$ cat src/hdl/rbc_defines.svh
// Timing constants and reset values for the reset and brownout controller.
// Assumes the includer works on a 250 MHz reference clock.
`ifndef RBC_DEFINES_SVH
`define RBC_DEFINES_SVH
`define RBC_CLK_MHZ          250
`define RBC_EXT_MIN_OSC      8
`define RBC_STARTUP_MS       64
`define RBC_STARTUP_REF_MHZ  4
`define RBC_STARTUP_EXTRA    7
`define RBC_STARTUP_CYC      ((`RBC_STARTUP_MS * 1000 * `RBC_CLK_MHZ) + `RBC_STARTUP_EXTRA)
`define RBC_GLITCH_NS        50
`define RBC_CLK_PERIOD_NS    4
`define RBC_GLITCH_CYC       ((`RBC_GLITCH_NS / `RBC_CLK_PERIOD_NS) + 1)
`define RBC_CTRL_RESET       2'h0
`define RBC_CTRL_EN_BIT      0
`define RBC_CTRL_SEL_BIT     1
`endif

$ cat src/hdl/rbc_pkg.sv
// Types shared by the reset and brownout controller.
// Assumes nothing beyond a SystemVerilog compiler.
package rbc_pkg;
    typedef enum logic [1:0] {
        RBC_HOLD  = 2'b00,
        RBC_WAIT  = 2'b01,
        RBC_RUN   = 2'b10
    } rbc_state_t;

    typedef struct packed {
        logic fail_reset_select;
        logic detect_disable;
    } rbc_ctrl_t;
endpackage : rbc_pkg

$ cat src/hdl/rbc_top.sv
// Internal reset generator with external reset qualifier and power-fail supervisor.
// Assumes ref_clk stands for the oscillator; comparator and pin inputs are asynchronous.
`timescale 1ns/100ps
`include "rbc_defines.svh"

// Operation
// - Start-up delay 64 ms plus seven clocks.
// - Reset leaves data RAM untouched.
// - Detector active when enable bit zero.
// - Dips must persist beyond 50 ns.
// - Fail reset only when select bit requests.
// - Threshold fixed by one-time configuration bit.
// - Any reset restores control register defaults.
module rbc_top #(
    parameter int unsigned STARTUP_CYC = `RBC_STARTUP_CYC,
    parameter int unsigned EXT_MIN_CYC = `RBC_EXT_MIN_OSC,
    parameter int unsigned GLITCH_CYC  = `RBC_GLITCH_CYC
) (
    input  wire logic          ref_clk,
    input  wire logic          arst_n,
    input  wire logic          ext_reset_n,
    input  wire logic          supply_below_hi,
    input  wire logic          supply_below_lo,
    input  wire logic          fail_threshold_select,
    input  wire logic          ctrl_wr,
    input  wire logic [1:0]    ctrl_wdata,
    output logic      [1:0]    power_fail_control_reg,
    output logic               core_reset_n,
    output logic               power_fail_seen
);
    rbc_pkg::rbc_state_t state_reg;
    rbc_pkg::rbc_state_t state_next;
    rbc_pkg::rbc_ctrl_t  ctrl_reg;
    rbc_pkg::rbc_ctrl_t  ctrl_next;
    logic [1:0]          ext_sync_reg;
    logic [1:0]          hi_sync_reg;
    logic [1:0]          lo_sync_reg;
    logic [3:0]          ext_cnt_reg;
    logic [3:0]          ext_cnt_next;
    logic [7:0]          dip_cnt_reg;
    logic [7:0]          dip_cnt_next;
    logic [31:0]         start_cnt_reg;
    logic [31:0]         start_cnt_next;
    logic                ext_ok;
    logic                below;
    logic                fail_q;
    logic                any_reset;
    logic                core_reset_next;

    // Run state decode, shared by write gate and core release
    function automatic logic in_run(input rbc_pkg::rbc_state_t s);
        return (s == rbc_pkg::RBC_RUN);
    endfunction : in_run

    // Saturating step; a held fault must not wrap back to idle
    function automatic logic [7:0] sat_step(input logic [7:0] cnt, input logic [7:0] lim);
        logic [7:0] res;
        res = cnt;
        if (cnt < lim) begin
            res = cnt + 8'h01;
        end
        return res;
    endfunction : sat_step

    // End of the start-up count
    function automatic logic startup_done(input logic [31:0] cnt);
        return (cnt >= 32'(STARTUP_CYC - 1));
    endfunction : startup_done

    // External reset pin; idles high so no false low after reset
    always_ff @(posedge ref_clk or negedge arst_n) begin
        if (!arst_n) begin
            ext_sync_reg <= 2'h3;
        end else begin
            ext_sync_reg <= {ext_sync_reg[0], ext_reset_n};
        end
    end

    // Upper range comparator; first stage read only by second
    always_ff @(posedge ref_clk or negedge arst_n) begin
        if (!arst_n) begin
            hi_sync_reg <= 2'h0;
        end else begin
            hi_sync_reg <= {hi_sync_reg[0], supply_below_hi};
        end
    end

    // Lower range comparator
    always_ff @(posedge ref_clk or negedge arst_n) begin
        if (!arst_n) begin
            lo_sync_reg <= 2'h0;
        end else begin
            lo_sync_reg <= {lo_sync_reg[0], supply_below_lo};
        end
    end

    // Low run counter; shorter pulses are not accepted
    always_comb begin
        ext_cnt_next = ext_cnt_reg;
        if (ext_sync_reg[1]) begin
            ext_cnt_next = 4'h0;
        end else begin
            ext_cnt_next = 4'(sat_step({4'h0, ext_cnt_reg}, 8'(EXT_MIN_CYC)));
        end
    end

    always_ff @(posedge ref_clk or negedge arst_n) begin
        if (!arst_n) begin
            ext_cnt_reg <= 4'h0;
        end else begin
            ext_cnt_reg <= ext_cnt_next;
        end
    end
    assign ext_ok = (ext_cnt_reg >= 4'(EXT_MIN_CYC));

    // OTP bit picks comparator; no run-time path changes it
    assign below = fail_threshold_select ? lo_sync_reg[1] : hi_sync_reg[1];

    // Dip filter; also off while detector disabled
    always_comb begin
        dip_cnt_next = dip_cnt_reg;
        if (!below || ctrl_reg.detect_disable) begin
            dip_cnt_next = 8'h00;
        end else begin
            dip_cnt_next = sat_step(dip_cnt_reg, 8'(GLITCH_CYC));
        end
    end

    always_ff @(posedge ref_clk or negedge arst_n) begin
        if (!arst_n) begin
            dip_cnt_reg <= 8'h00;
        end else begin
            dip_cnt_reg <= dip_cnt_next;
        end
    end

    assign fail_q = (dip_cnt_reg >= 8'(GLITCH_CYC)) && !ctrl_reg.detect_disable;
    assign power_fail_seen = fail_q;

    // Either source restarts the whole start-up
    assign any_reset = ext_ok || (fail_q && ctrl_reg.fail_reset_select);

    // Control register; defaults restored by every reset source
    always_comb begin
        ctrl_next = ctrl_reg;
        if (any_reset) begin
            ctrl_next = `RBC_CTRL_RESET;
        end else if (ctrl_wr && in_run(state_reg)) begin
            ctrl_next.fail_reset_select = ctrl_wdata[`RBC_CTRL_SEL_BIT];
            ctrl_next.detect_disable    = ctrl_wdata[`RBC_CTRL_EN_BIT];
        end
    end

    always_ff @(posedge ref_clk or negedge arst_n) begin
        if (!arst_n) begin
            ctrl_reg <= `RBC_CTRL_RESET;
        end else begin
            ctrl_reg <= ctrl_next;
        end
    end

    assign power_fail_control_reg = {ctrl_reg.fail_reset_select, ctrl_reg.detect_disable};

    // Sequencer; no RAM here, data memory is never cleared
    always_comb begin
        state_next     = state_reg;
        start_cnt_next = start_cnt_reg;
        if (any_reset) begin
            state_next     = rbc_pkg::RBC_HOLD;
            start_cnt_next = 32'h0000_0000;
        end else begin
            unique case (state_reg)
                rbc_pkg::RBC_HOLD: begin
                    state_next     = rbc_pkg::RBC_WAIT;
                    start_cnt_next = 32'h0000_0000;
                end
                rbc_pkg::RBC_WAIT: begin
                    if (startup_done(start_cnt_reg)) begin
                        state_next = rbc_pkg::RBC_RUN;
                    end else begin
                        start_cnt_next = start_cnt_reg + 32'h0000_0001;
                    end
                end
                rbc_pkg::RBC_RUN: begin
                    state_next = rbc_pkg::RBC_RUN;
                end
                default: begin
                    state_next = rbc_pkg::RBC_HOLD;
                end
            endcase
        end
    end

    always_ff @(posedge ref_clk or negedge arst_n) begin
        if (!arst_n) begin
            state_reg <= rbc_pkg::RBC_HOLD;
        end else begin
            state_reg <= state_next;
        end
    end

    // Wide counter kept in its own process
    always_ff @(posedge ref_clk or negedge arst_n) begin
        if (!arst_n) begin
            start_cnt_reg <= 32'h0000_0000;
        end else begin
            start_cnt_reg <= start_cnt_next;
        end
    end

    // Registered release; a new reset drops it on the next edge
    assign core_reset_next = in_run(state_reg) && !any_reset;

    always_ff @(posedge ref_clk or negedge arst_n) begin
        if (!arst_n) begin
            core_reset_n <= 1'b0;
        end else begin
            core_reset_n <= core_reset_next;
        end
    end
endmodule : rbc_top

$ cat config.mk
export PLATFORM = sky130hd
export DESIGN_NAME = rbc_top
export DESIGN_NICKNAME = d
export VERILOG_FILES = /design/src/hdl/rbc_pkg.sv /design/src/hdl/rbc_top.sv
export VERILOG_INCLUDE_DIRS = /design/src /design/src/hdl
export SDC_FILE = /design/constraint.sdc
export NUM_CORES = 1
export LEC_CHECK = 0
export BUFFER_PORTS_ARGS = -buffer_cell sky130_fd_sc_hd__buf_2
export CAP_MARGIN = 0
export CELL_PAD_IN_SITES_DETAIL_PLACEMENT = 1
export CELL_PAD_IN_SITES_GLOBAL_PLACEMENT = 1
export CORE_ASPECT_RATIO = 1.5
export CORE_MARGIN = 4
export CORE_UTILIZATION = 50
export CTS_BUF_LIST = sky130_fd_sc_hd__clkbuf_4 sky130_fd_sc_hd__clkbuf_8
export CTS_CLUSTER_SIZE = 25
export DETAILED_ROUTE_END_ITERATION = 8
export MAX_ROUTING_LAYER = met4
export PLACE_DENSITY_LB_ADDON = 0.1
export SYNTH_ARGS = -nofsm -noshare
export SYNTH_HDL_FRONTEND = slang
export SYNTH_SLANG_ARGS = --single-unit
$ cat constraint.sdc
create_clock -name ref_clk -period 2.7 [get_ports ref_clk]
set_input_delay 0.27 -clock ref_clk [delete_from_list [all_inputs] [get_ports ref_clk]]
set_output_delay 0.27 -clock ref_clk [all_outputs]
set_load 0.005 [all_outputs]
# After elaboration in Yosys (flattened, before gate mapping)
# Cells that the tools add are included.
# word_totals
out_inout_bits,4
word_cells,50
inputBits,9
ff_bits,55
# op_classes
n_eq_ne,4
n_reduce_logical,15
mux,13
add_sub_neg,3
n_lt_le_gt_ge,5
# op_table
cell,count
$mux W32,2
$pmux W32 S2,1
$add A32 B1 Y32 const B,1
$ge A32 B24 Y1 const B,1
$mux W8,2
$add A8 B1 Y8 const B,1
$ge A8 B4 Y1 const B,1
$lt A8 B4 Y1 const B,1
$mux W2,4
$mux W4,2
$ne A3 B3 Y1 const B,2
$pmux W2 S3,1
$reduce_bool A2 Y1,3
$add A4 B1 Y4 const B,1
$ge A4 B4 Y1 const B,1
$logic_and A1 B1 Y1,4
$lt A4 B4 Y1 const B,1
$logic_not A1 Y1,3
$reduce_bool A3 Y1,1
$eq A2 B1 Y1 const B,1
$eq A2 B2 Y1 const B,1
$logic_not A2 Y1,1
$logic_or A1 B1 Y1,2
$reduce_and A2 Y1,1
$mux W1,1

# Depth between registers and ports, before layout
# Gate-level depths: netlist of run 1.
# depth
ltp_word,6
depth_mapped,9

# Worst setup path before layout of run 1
# OpenSTA, ideal clock, no wires.
# synth_timing
kind,register -> register
from,reg start_cnt_reg[17]
to,reg start_cnt_reg[23]
setup_time_ns,0.121
stages_incl_launch_ff,8
arrival_time_ns,1.940
required_ns,2.579
slack_ns,0.639
period_less_slack_ns,2.061
path_cell_list,dfrtp_1 or4b_4 nor4_2 a211o_2 nor4_4 buf_6 a21o_1 a22o_1
# synth_via
elab_chain_len,4
# synth_rtl
item,line,text
from (decl),rbc_top.sv:42,logic [31:0] start_cnt_reg;
from (signal assigned),rbc_top.sv:207,start_cnt_reg <= start_cnt_next;
$add A32 B1 Y32,rbc_top.sv:181,start_cnt_next = start_cnt_reg + 32'h0000_0001;
$mux W32,rbc_top.sv:178,if (startup_done(start_cnt_reg)) begin
$pmux W32 S2,rbc_top.sv:172,unique case (state_reg)
$mux W32,rbc_top.sv:168,if (any_reset) begin
# Several ways; a longest one is shown, not always the timed one. The select of a mux whose other input is x is not followed.
# A chain may end at the register's enable or synchronous reset.

# Worst setup path after layout of run 1
# layout_timing
from,reg start_cnt_reg[17]
to,reg start_cnt_reg[4]
# layout_via
elab_chain_len,3
# layout_rtl
item,line,text
$ge A32 B24 Y1,rbc_top.sv:67,return (cnt >= 32'(STARTUP_CYC - 1));
$ne A3 B3 Y1 (no line),n/a,
$reduce_and A2 Y1 (no line),n/a,
# Every way passes these cells.

==> results by stage, run 1 <==
Run status:
- The flow ran to the end, and the final reports show no timing, DRC or antenna violations.

Worst setup path:
- STA classifies the critical path startpoint as a flip-flop.
- The type of destination of the critical path is a flip-flop.
- The most critical setup path has its startpoint at start_cnt_reg[17].
- The beginning of the worst register-to-register path is start_cnt_reg[17].
- The slowest cell on the critical path is sky130_fd_sc_hd__or4b_4.
- The largest stage delay on the critical path is 0.57 ns.
- Setup slack on the worst reg-to-reg path comes out at roughly 0.34 ns.
- STA puts the critical path data arrival time at 2.59 ns.
- The endpoint of the lowest-slack register-to-register path is start_cnt_reg[4].
- Walking the worst path, the cells encountered are or4b_4 > nor4_2 > a211o_2 > o221a_4 > o21ai_0 > o21ai_0.
- The cell that appears most often on the critical path is sky130_fd_sc_hd__o21ai_0.
- The biggest fanout along the worst timing path is 34.
- The critical path class is flip-flop to flip-flop.
- The worst path required time is 2.93 ns.
- The worst register-to-register path has a depth of 6.

Pwr:
- In this run the power density over the cells is 695 mW/mm2.
- Of the total power, the share spent switching nets is 34.5%.
- The sequential power share is 44.7%.
- Of the total power, the clock network draws 26.3%.
- Of the total power, combinational logic draws 29.0%.
- The leakage dissipation is 1.44 nW.
- The switching power total is 0.739 mW.
- The internal portion of total power is 1.40 mW.
- The maximum vdd drop is 0.418 mV.

Clocking:
- The post-CTS resize count is 0.
- After clock tree synthesis, the setup repair step added 0 buffers.
- The worst-skew pair later-pin latency is 0.32 ns.
- The number of hold buffers added after CTS was 1.
- The number of sinks driven by the clock tree is 55.
- Buffers inserted during clock tree synthesis total 5.
- The clock root buffer is sky130_fd_sc_hd__clkbuf_8.
- TritonCTS built the clock tree.
- The H-tree depth is 2.
- The number of buffers on the longest clock path is 2.
- The CTS clock-pin slew for the worst setup and hold paths is 0.10 ns.

Min path:
- The start point of the worst min-delay path is ext_reset_n.
- The worst min-delay path class is primary input to flip-flop.
- The path with the worst hold slack has its endpoint at ext_sync_reg[0].
- Along the worst hold path, the cell count comes to 1.

Yosys:
- The number of synthesized flops with an enable pin is 0.
- Counting instances in the post-synthesis netlist gives the leading cell types as 53 x sky130_fd_sc_hd__dfrtp_1, 27 x sky130_fd_sc_hd__nand2_1, 23 x sky130_fd_sc_hd__nor2_1.
- In this run the cell area of the synthesized design comes to 0.00281 mm2.
- The leading area contributor after synthesis is sky130_fd_sc_hd__dfrtp_1.
- Of the post-synthesis cell area, the dominant cell type holds a little under half.
- In this run, distinct cell masters in the synthesized netlist total 46.
- The most used flip-flop cell after synthesis is sky130_fd_sc_hd__dfrtp_1.
- The number of instances in the synthesized netlist is 281.
- The count of synthesis-stage warnings from yosys is 0.
- The number of nets handed over by synthesis was 301.
- The share of synthesized area occupied by flip-flops and latches is 49.1%.
- The register bit total from synthesis is 55.
- In the post-synthesis netlist, the biggest area contributors are sky130_fd_sc_hd__dfrtp_1 47%, sky130_fd_sc_hd__ha_1 4.9%, sky130_fd_sc_hd__nand2_1 3.6%, sky130_fd_sc_hd__nand3_1 3.4%, sky130_fd_sc_hd__a21oi_1 3.2%.
- sky130_fd_sc_hd__dfrtp_1 is the most common cell in the netlist.
- The async set-reset flop share out of synthesis is 100%.
- The post-synthesis area per instance is 9.99 um2.

Timing:
- The final hold violation count is 0.
- The number of max-slew violations in the final report is 0.
- The post-route fraction of the period consumed by the critical path is 87.3%.
- The total negative slack is 0 ns.
- At the pin with the least slew margin, the transition time is roughly 0.54 ns.
- Setup violations remaining at the end of the flow were counted as 0.
- In this run the tightest slew margin relative to its limit is 63.9%.
- The largest clock skew in the final design is between 0.006 and 0.007 ns.
- Counting I/O delays and the setup requirement, the final critical path takes between 2 and 2.5 ns.
- Setup repair after global routing left no endpoint under its margin.
- Static timing analysis puts the maximum clock frequency at 0.424 GHz.

Final layout:
- The finished layout holds 370 standard cells, fillers aside.
- The antenna diode count is 0.
- At the end of the flow, the number of nets in the layout was roughly 320.
- From synthesis to final layout, the design area changed by 9.54%.
- In the final layout, the share of cells above drive strength 1 is between 10% and 20%.
- The register with the most flip-flops in the layout has 32 of them.

Floorplan:
- The starting density of the core is roughly 52%.
- In this run the core area contains 33 standard-cell rows.
- The core outline area is 0.00545 mm2.
- The I/O pin total is 13.
- The floorplan step set the die width to roughly 69 um.
- The area enclosed by the die boundary is 0.00690 mm2.
- The height of the die is 99.8 um.

Global route:
- The global routing stage identified its most utilized layer as met2.
- For this run, the total global-route usage over all layers was measured as between 10% and 20%.
- Global routing consumed, on the met2 layer, 33.8% of the routing resources.
- The largest net degree at the start of global routing is 38.
- The number of antenna violations at the first check in global routing was 0.
- Global routing consumed, on the met1 layer, roughly 23% of the routing resources.
- Global routing finished with a remaining overflow of 0.
- The via count of the first global-routing pass is 2,266.
- The first global-routing pass estimated 10,800 um of wire.
- For met3 alone, demand over resource in global routing was 3.31%.

Run:
- The number of maximum-capacitance violations is 0.

Place:
- The wire-length estimate of the detail-placed layout is 4320 um.
- After detailed placement, the design holds a cell count of 361.
- Buffers placed on the I/O ports in this run total 12.
- The last weighted congestion value of the routability-driven placer is 0.827.

Detailed routing:
- The vias per cell is 5.75.
- The detailed router placed 2,126 vias in this run.
- For this run, the detailed router's first-pass iteration total came to 4.
- In the final routed layout, each cell accounts on average for about 16 um.
- The count of routing violations after the opening detailed-route iteration is 35.
- The total wire length after detailed routing is ~6000 um.
- For this run, design rule violations remaining after detail routing come to 0.
- The final antenna-violating net count is 0.
==> layout make-up <==
cell class	count	area, um2
fillers	636	2370
flip-flops and latches	55	1380
multi-input cells	205	1320
repair buffers	18	120
well taps	70	87.6
clock buffers	5	68.8
inverters	14	52.6
clock inverters	3	46.3
==> worst max-delay path by stage <==
stage / endpoint / slack, ns / cells past startpoint
after floorplan: start_cnt_reg[23] / 0.64 / 7
after global placement: start_cnt_reg[10] / 0.45 / 7
after detailed placement: start_cnt_reg[19] / 0.38 / 6
after CTS: start_cnt_reg[4] / 0.33 / 6
after global routing: start_cnt_reg[4] / 0.18 / 6
final: start_cnt_reg[4] / 0.34 / 6
==> layout by cell type (no fill, tap or decap), types with 2 or more instances in the layout <==
cell type                   n
sky130_fd_sc_hd__nand2_1   27
sky130_fd_sc_hd__a21o_1     5
sky130_fd_sc_hd__a221o_1    2
sky130_fd_sc_hd__xor2_1     3
sky130_fd_sc_hd__nand4b_1   3
sky130_fd_sc_hd__inv_1     14
sky130_fd_sc_hd__nor2_1    23
sky130_fd_sc_hd__nand3_1   19
sky130_fd_sc_hd__a21oi_1   18
sky130_fd_sc_hd__nor3_1     7
sky130_fd_sc_hd__clkbuf_8   5
sky130_fd_sc_hd__ha_1      11
sky130_fd_sc_hd__xnor2_1    3
sky130_fd_sc_hd__a22o_1     4
sky130_fd_sc_hd__o21ai_0   11
sky130_fd_sc_hd__dfstp_2    2
sky130_fd_sc_hd__buf_4      4
sky130_fd_sc_hd__o211ai_1   3
sky130_fd_sc_hd__nor2b_1    4
sky130_fd_sc_hd__and3_1    10
sky130_fd_sc_hd__o21a_1     2
sky130_fd_sc_hd__mux2i_1    7
sky130_fd_sc_hd__and2_1    14
sky130_fd_sc_hd__buf_2     12
sky130_fd_sc_hd__dfrtp_1   53
sky130_fd_sc_hd__nor4_2     2
sky130_fd_sc_hd__nand4_1    7
sky130_fd_sc_hd__o21ai_1    3
==> cell families after synthesis <==
family                     synth area share [%]
and+or+nand+nor                            23.6
AOI/OAI and AO/OA                          14.2
DFF                                        49.1
buffers and inverters                      3.83
adders and majority gates                  4.90
muxes                                      2.50
xor gates and xnor gates                   1.87
==> critical path, delay by kind of cell, from the launching register on <==
kind	cells	cell delay (ns)
flip-flops	1	0.46
AND/OR/NAND/NOR	2	0.84
AO/OA/AOI/OAI	4	0.97
==> power by group through the flow <==
stage	sequential [mW]	combinational, mW	clock [mW]
global route	0.967	0.710	0.610
global placement	0.965	0.604	0
finish	0.955	0.620	0.563
detailed placement	0.973	0.632	0
floorplan	0.957	0.510	0
CTS	0.957	0.636	0.580
==> per-stage QoR <==
stage	hold WS, ns	total power [mW]	instance area (um2)	setup WS (ns)	utilization (%)
floorplan	-0.0256	1.47	2810	0.639	-
global placement	0.277	1.57	2950	0.454	54.1
detailed placement	0.286	1.61	2950	0.383	54.1
CTS	0.0302	2.17	3080	0.325	56.4
global route	0.0256	2.29	3080	0.179	56.4
finish	0.0371	2.14	3080	0.342	56.4
==> per-layer routing <==
metal  part of all wire (%)  vias to the layer above
met5                      0                        -
met4                    1.8                        0
met3                    2.2                        8
met2                     52                       25
met1                     44                     1062
li1                       -                     1031
Note: power is estimated with default switching activity, not from simulation.
==> inputs of run 2 (changes only) <==
Settings changed: CORE_UTILIZATION 50 to 47.
Clock period 2.7 ns to 2.2 ns, I/O delays scaled along.
==> results by stage, run 2 (synthesis gave the netlist of run 1 again) <==
Run status:
- The run finished with clean final reports.

Global route:
- The via count of the first global-routing pass is 2,249 (-0.75%).
- The final global-route overflow total is 0 (unchanged).
- The total global routing track utilization is 19.2% (-0.32 points).
- The number of antenna violations at the first check in global routing is 0 (unchanged).
- The largest net degree at the start of global routing was 56 (+47%).
- The global-route wire length before repair came to 10,900 um (+0.90%).

Final layout:
- The most common library cell in the layout ignoring fill and taps is sky130_fd_sc_hd__dfrtp_1.
- In the layout the commonest cells are 53 x sky130_fd_sc_hd__dfrtp_1, 27 x sky130_fd_sc_hd__nand2_1, 25 x sky130_fd_sc_hd__buf_4, 23 x sky130_fd_sc_hd__nor2_1, 18 x sky130_fd_sc_hd__nand3_1.
- From synthesis to final layout, the design area changed by 19.2%.
- The number of flip-flops under the largest register name came to 32 (unchanged).
- The net total in the final layout is 346 (+8.5%).
- The core utilization of the finished layout is 57.8% (+1.4 points).
- The fraction of layout instances using a drive strength above 1 is 19.6% (+7.9 points).
- The antenna diode count is 0 (unchanged).

Floorplan:
- The height of the die is 103 um (+2.9%).
- The count of standard-cell rows is 34 (+3.0%).
- The starting density of the core was 48.5% (-3.0 points).
- The area enclosed by the die boundary came to 0.00730 mm2 (+5.7%).
- The core outline area is 0.00579 mm2 (+6.2%).
- The I/O pin total was 13 (unchanged).
- The floorplan die width is 71.1 um (+2.8%).

Pwr:
- The sequential power share is 39.2% (-5.5 points).
- The internal portion of total power is 1.91 mW (+36%).
- The switching power total is 1.03 mW (+39%).
- The leakage dissipation is 1.60 nW (+11%).
- The part of the total power dissipated in the clock network is 20.5% (-5.8 points).
- The proportion of total power due to net switching is 35.0% (+0.45 points).
- The maximum vdd drop is 0.539 mV (+29%).
- The part of the total power dissipated in combinational logic is 40.3% (+11 points).
- The areal power density over the cells is 878 mW/mm2 (+26%).

Timing:
- The number of setup violations in the final report is 0 (unchanged).
- The remaining max-slew budget at the tightest pin is 52.6% (-11 points).
- The post-route fraction of the period consumed by the critical path is 99.5% (+12 points).
- The fmax is 0.457 GHz (+7.8%).
- The worst hold slack came to 0.0271 ns (-0.00999 ns).
- The least setup slack across all paths after layout is 0.0117 ns (-0.330 ns).
- The largest clock skew in the final design is 0.00967 ns (+0.00365 ns).
- The final hold violation count came to 0 (unchanged).
- The slew at the pin with the worst max-slew slack came to 0.712 ns (+0.170 ns).
- Setup repair after global routing could not meet its margin everywhere.
- The post-layout minimum cycle time is 2.19 ns (-0.170 ns).
- The total negative slack is 0 ns (unchanged).
- The number of max-slew violations in the final report is 0 (unchanged).

Clocking:
- The CTS clock-pin slew for the worst setup and hold paths came to 0.11 ns (about the same).
- The tree is rooted in a sky130_fd_sc_hd__clkbuf_8.
- The number of buffers on the longest clock path was 2 (unchanged).
- The number of sinks driven by the clock tree came to 55 (unchanged).
- The clock tree from TritonCTS is built.
- The worst-skew pair later-pin latency came to 0.32 ns (about the same).
- The H-tree depth is 2 (unchanged).
- The clock buffer count from CTS is 5 (unchanged).

Detailed routing:
- The number of vias after detailed routing is 2,205 (+3.7%).
- The count of routing violations after the opening detailed-route iteration is 92 (+160%).
- The final antenna-violating net count is 0 (unchanged).
- The final routed wire length divided by cell count is 16.6 um (+2.9%).
- The DRC violation count after routing is 0 (unchanged).
- The total wire length after detailed routing is 6630 um (+11%).
- The vias per cell is 5.53 (-3.8%).
- The count of TritonRoute iterations in the first routing pass is 4 (unchanged).

Worst setup path:
- The slowest cell on the critical path is sky130_fd_sc_hd__or4b_4.
- The type of destination of the critical path is a flip-flop.
- The endpoint of the lowest-slack register-to-register path is start_cnt_reg[8].
- In this run the critical register-to-register path is launched from start_cnt_reg[19].
- The worst path buffer plus inverter count came to 1 (+1).
- The register-to-register setup slack came to 0.01 ns (-0.33 ns).
- The critical path is of the flip-flop to flip-flop type.
- Walking the worst path, the cells encountered are or4b_4 > a311oi_4 > nor4_4 > buf_12 > and3_1 > a221o_1.
- The worst reg2reg path depth is 6 (unchanged).
- The worst path arrival time is 2.39 ns (-0.20 ns).
- The kind of launch point of the worst setup path is a flip-flop.
- The largest stage delay on the critical path came to 0.57 ns (about the same).
- The biggest fanout along the worst timing path is 31 (-8.8%).
- The cell family contributing the most delay on the critical path is simple AND/OR/NAND/NOR gates.
- The worst path required time is 2.40 ns (-0.53 ns).

Place:
- The last weighted congestion value of the routability-driven placer is 0.787 (-4.9%).
- The setup slack at placement was -0.0584 ns (-0.442 ns).
- The half-perimeter wire length after detailed placement is 4550 um (+5.4%).
- The count of input and output buffers is 12 (unchanged).

Run:
- The number of maximum-capacitance violations is 0 (unchanged).

Min path:
- The worst min-delay path class is primary input to async pin.
run 2: routing by layer:
metal / wire length (um) / global-route usage [%]
met1: 2890 / 23.6
met2: 3460 / 32.7
met3: 143 / 2.24
met4: 142 / 6.95
met5: 0 / -
run 2: layout make-up:
type,count,area (um2)
Fill cell,670,2440
Sequential cell,55,1380
Multi-Input combinational cell,205,1340
Timing Repair Buffer,45,388
Tap cell,72,90.1
Clock buffer,5,68.8
Inverter,14,52.6
Clock inverter,3,27.5
run 2: power groups by stage:
stage	registers, mW	logic [mW]	clock network [mW]
floorplan	1.17	0.626	0
global placement	1.17	0.955	0
detailed placement	1.17	0.999	0
CTS	1.15	1.02	0.625
global route	1.17	1.30	0.654
finish	1.15	1.18	0.602
run 2: timing repair:
action / in CTS / in global routing
setup endpoints to repair: 3 / 15
gates cloned: 0 / 2
hold buffers: 3 / 0
gates resized for setup: 0 / 6
hold endpoints to repair: 3 / 0
buffers inserted: 1 / 0
pin swaps: 2 / 1
run 2: worst reg2reg max path, cell delays in order (launching register included):
cell	delay, ns
sky130_fd_sc_hd__dfrtp_1	0.41
sky130_fd_sc_hd__or4b_4	0.57
sky130_fd_sc_hd__a311oi_4	0.38
sky130_fd_sc_hd__nor4_4	0.09
sky130_fd_sc_hd__buf_12	0.17
sky130_fd_sc_hd__and3_1	0.18
sky130_fd_sc_hd__a221o_1	0.26
run 2: worst max-delay path by stage:
stage                            startpoint  slack (ns)           endpoint  depth (start not counted)
after global placement    start_cnt_reg[19]        0.04  start_cnt_reg[10]                          7
after CTS                 start_cnt_reg[12]       0.006   start_cnt_reg[8]                          7
after floorplan           start_cnt_reg[17]        0.14  start_cnt_reg[23]                          7
after detailed placement  start_cnt_reg[19]       -0.06   start_cnt_reg[8]                          7
final                     start_cnt_reg[19]        0.01   start_cnt_reg[8]                          6
after global routing      start_cnt_reg[12]       -0.09   start_cnt_reg[8]                          7
run 2: metrics by stage:
stage | power (mW) | instances | cell area, um2
after floorplan | 1.80 | 281 | 2810
after global placement | 2.12 | 385 | 3140
after detailed placement | 2.17 | 385 | 3140
after CTS | 2.80 | 397 | 3280
after global routing | 3.12 | 399 | 3350
final | 2.94 | 399 | 3350
==> inputs of run 3 (changes only) <==
Settings changed: ABC_CLOCK_PERIOD_IN_PS set to 2200, BUFFER_PORTS_ARGS -buffer_cell sky130_fd_sc_hd__buf_2 to -buffer_cell sky130_fd_sc_hd__buf_4.
==> results by stage, run 3 (synthesis gave the netlist of run 1 again) <==
Timing:
- The largest clock skew in the final design came to 0.0108 ns (+0.00109 ns).
- The final hold violation count came to 0 (unchanged).
- The number of setup violations in the final report was 7 (+7).
- The least setup slack across all paths after layout is -0.0443 ns (-0.0561 ns).
- The remaining max-slew budget at the tightest pin is 53.6% (+1.0 points).
- The slew at the pin with the worst max-slew slack was 0.697 ns (-0.0149 ns).
- The number of max-slew violations in the final report is 0 (unchanged).
- The post-layout minimum cycle time is 2.24 ns (+0.0561 ns).
- The total negative slack is -0.123 ns (-0.123 ns).
- Setup repair after global routing could not meet its margin everywhere.
- The post-route fraction of the period consumed by the critical path came to 102% (+2.5 points).
- The fmax came to 0.446 GHz (-2.5%).

Global route:
- The number of antenna violations at the first check in global routing is 0 (unchanged).
- The global-route wire length before repair is 11,800 um (+8.0%).
- The largest net degree at the start of global routing is 56 (unchanged).
- The total global routing track utilization is 20.9% (+1.7 points).
- The via count of the first global-routing pass is 2,430 (+8.0%).
- The final global-route overflow total is 0 (unchanged).

Place:
- The total placed cells including tap cells was 386 (+0.26%).
- The last weighted congestion value of the routability-driven placer came to 0.802 (+1.9%).
- The half-perimeter wire length after detailed placement came to 4820 um (+6.0%).
- The count of input and output buffers is 12 (unchanged).
- The post-place instance area came to 0.00318 mm2 (+1.2%).

Detailed routing:
- The count of routing violations after the opening detailed-route iteration was 79 (-14%).
- The DRC violation count after routing is 0 (unchanged).
- The vias per cell is 5.80 (+4.9%).
- The total wire length after detailed routing is 7450 um (+12%).
- The number of vias after detailed routing is 2,366 (+7.3%).
- The final routed wire length divided by cell count is 18.3 um (+9.8%).
- The count of TritonRoute iterations in the first routing pass is 4 (unchanged).
- The final antenna-violating net count is 0 (unchanged).

Clocking:
- The H-tree depth is 2 (unchanged).
- TritonCTS built the clock tree.
- The CTS clock-pin slew for the worst setup and hold paths is 0.10 ns (about the same).
- The number of sinks driven by the clock tree is 55 (unchanged).
- The worst-skew pair later-pin latency is 0.31 ns (about the same).
- The clock root buffer is sky130_fd_sc_hd__clkbuf_8.
- The clock buffer count from CTS is 5 (unchanged).
- The number of buffers on the longest clock path is 2 (unchanged).

Worst setup path:
- The register-to-register setup slack is -0.04 ns (-0.06 ns).
- Traced cell by cell, the critical path runs through inv_1 > ha_1 > o21ai_1 > nand3_1 > a211o_2 > nor4_4 > buf_4 > clkbuf_16 > a21oi_2 > mux2i_1.
- The worst setup path is launched from a flip-flop.
- The biggest fanout along the worst timing path is 7 (-77%).
- The slowest stage of the critical path belongs to the cell sky130_fd_sc_hd__nor4_4.
- The beginning of the worst register-to-register path is start_cnt_reg[0].
- The worst setup path is captured at a flip-flop.
- The largest stage delay on the critical path came to 0.38 ns (-0.19 ns).
- The worst path required time is 2.43 ns (+0.03 ns).
- The worst setup path is of the flip-flop to flip-flop kind.
- The worst reg2reg path depth is 10 (+4).
- The endpoint of the lowest-slack register-to-register path is start_cnt_reg[5].
- The worst path arrival time is 2.47 ns (+0.08 ns).

Final layout:
- The synthesis-to-layout area growth is 24.2%.
- The fraction of layout instances using a drive strength above 1 was 24.4% (+4.8 points).
- The most common library cell in the layout ignoring fill and taps is sky130_fd_sc_hd__dfrtp_1.
- In the layout the commonest cells are 53 x sky130_fd_sc_hd__dfrtp_1, 43 x sky130_fd_sc_hd__buf_4, 25 x sky130_fd_sc_hd__nand2_1, 22 x sky130_fd_sc_hd__nor2_1, 18 x sky130_fd_sc_hd__nand3_1.
- The final design instance area without fill is 0.00349 mm2 (+4.2%).
- The number of flip-flops under the largest register name is 32 (unchanged).
- The antenna diode count is 0 (unchanged).
- The number of cells in the finished layout apart from fillers is 408 (+2.3%).
- The net total in the final layout is 355 (+2.6%).
- The core utilization of the finished layout is 60.3% (+2.4 points).

Floorplan:
- The count of standard-cell rows was 34 (unchanged).
- The area enclosed by the die boundary came to 0.00730 mm2 (unchanged).
- The core outline area is 0.00579 mm2 (unchanged).
- The I/O pin total is 13 (unchanged).
- The floorplan die width is 71.1 um (unchanged).
- The height of the die is 103 um (unchanged).
- The starting density of the core is 48.5% (unchanged).

Pwr:
- The leakage dissipation was 1.65 nW (+3.4%).
- The areal power density over the cells is 842 mW/mm2 (-4.2%).
- The power after layout is 2.94 mW (-0.11%).
- The maximum vdd drop is 0.473 mV (-12%).

Min path:
- Along the worst hold path, the cell count comes to 3.
- The worst min-delay path class is primary input to flip-flop.
- The worst min-delay path endpoint is power_fail_control_reg[0].
- The worst hold path begins at ctrl_wdata[0].

Run:
- The number of maximum-capacitance violations is 0 (unchanged).

Run status:
- The flow ran to the end, but the final reports show violations.
- The checks that failed: setup timing.
==> run 3: where the power goes <==
part           switching (mW)  internal (mW)
registers              0.0649           1.09
logic                   0.615          0.571
clock network           0.357          0.235
total                    1.04           1.90
==> run 3: how the worst max path moves through the flow <==
stage | startpoint | end | cells past startpoint
after detailed placement | start_cnt_reg[19] | start_cnt_reg[8] | 7
final | start_cnt_reg[0] | start_cnt_reg[5] | 10
after CTS | start_cnt_reg[17] | start_cnt_reg[8] | 7
after global routing | start_cnt_reg[30] | start_cnt_reg[5] | 8
after global placement | start_cnt_reg[19] | start_cnt_reg[8] | 7
after floorplan | start_cnt_reg[17] | start_cnt_reg[23] | 7
==> run 3: metal layers <==
layer	part of all wire, %	routed length [um]	vias to the layer above	global-route usage [%]
met3	1.9	144	12	2.54
met2	57	4210	38	38.3
met1	40	2960	1215	23.9
li1	-	-	1101	-
met4	1.8	135	0	5.93
met5	0	0	-	-
==> run 3: what timing repair did <==
action                                  4_1_cts  5_1_grt
gates resized for setup                       1       21
endpoints found under the setup margin        2       23
hold buffers                                  3        1
endpoints found under the hold margin        55        1
setup buffers                                 1        7
pin swaps                                     2       14
cloned                                        1        1
==> run 3: critical path, delay by kind of cell, from the launching register on <==
kind                       cells  cell delay [ns]
adders and majority gates      1             0.20
muxes                          1             0.14
buffers and inverters          3             0.40
DFF                            1             0.36
and+or+nand+nor                2             0.48
AOI/OAI and AO/OA              3             0.58
==> run 3: through the flow <==
stage,hold slack [ns],setup WS (ns)
finish,0.188,-0.0443
global route,0.187,-0.153
CTS,0.00312,-0.00897
detailed placement,0.315,-0.0283
global placement,0.310,0.0548
floorplan,-0.0756,0.139
==> run 3: layout make-up <==
class	instances	area, um2
Multi-Input combinational cell	205	1380
Clock buffer	5	68.8
Fill cell	653	2300
Tap cell	72	90.1
Sequential cell	55	1380
Clock inverter	3	27.5
Timing Repair Buffer	54	485
Inverter	14	52.6
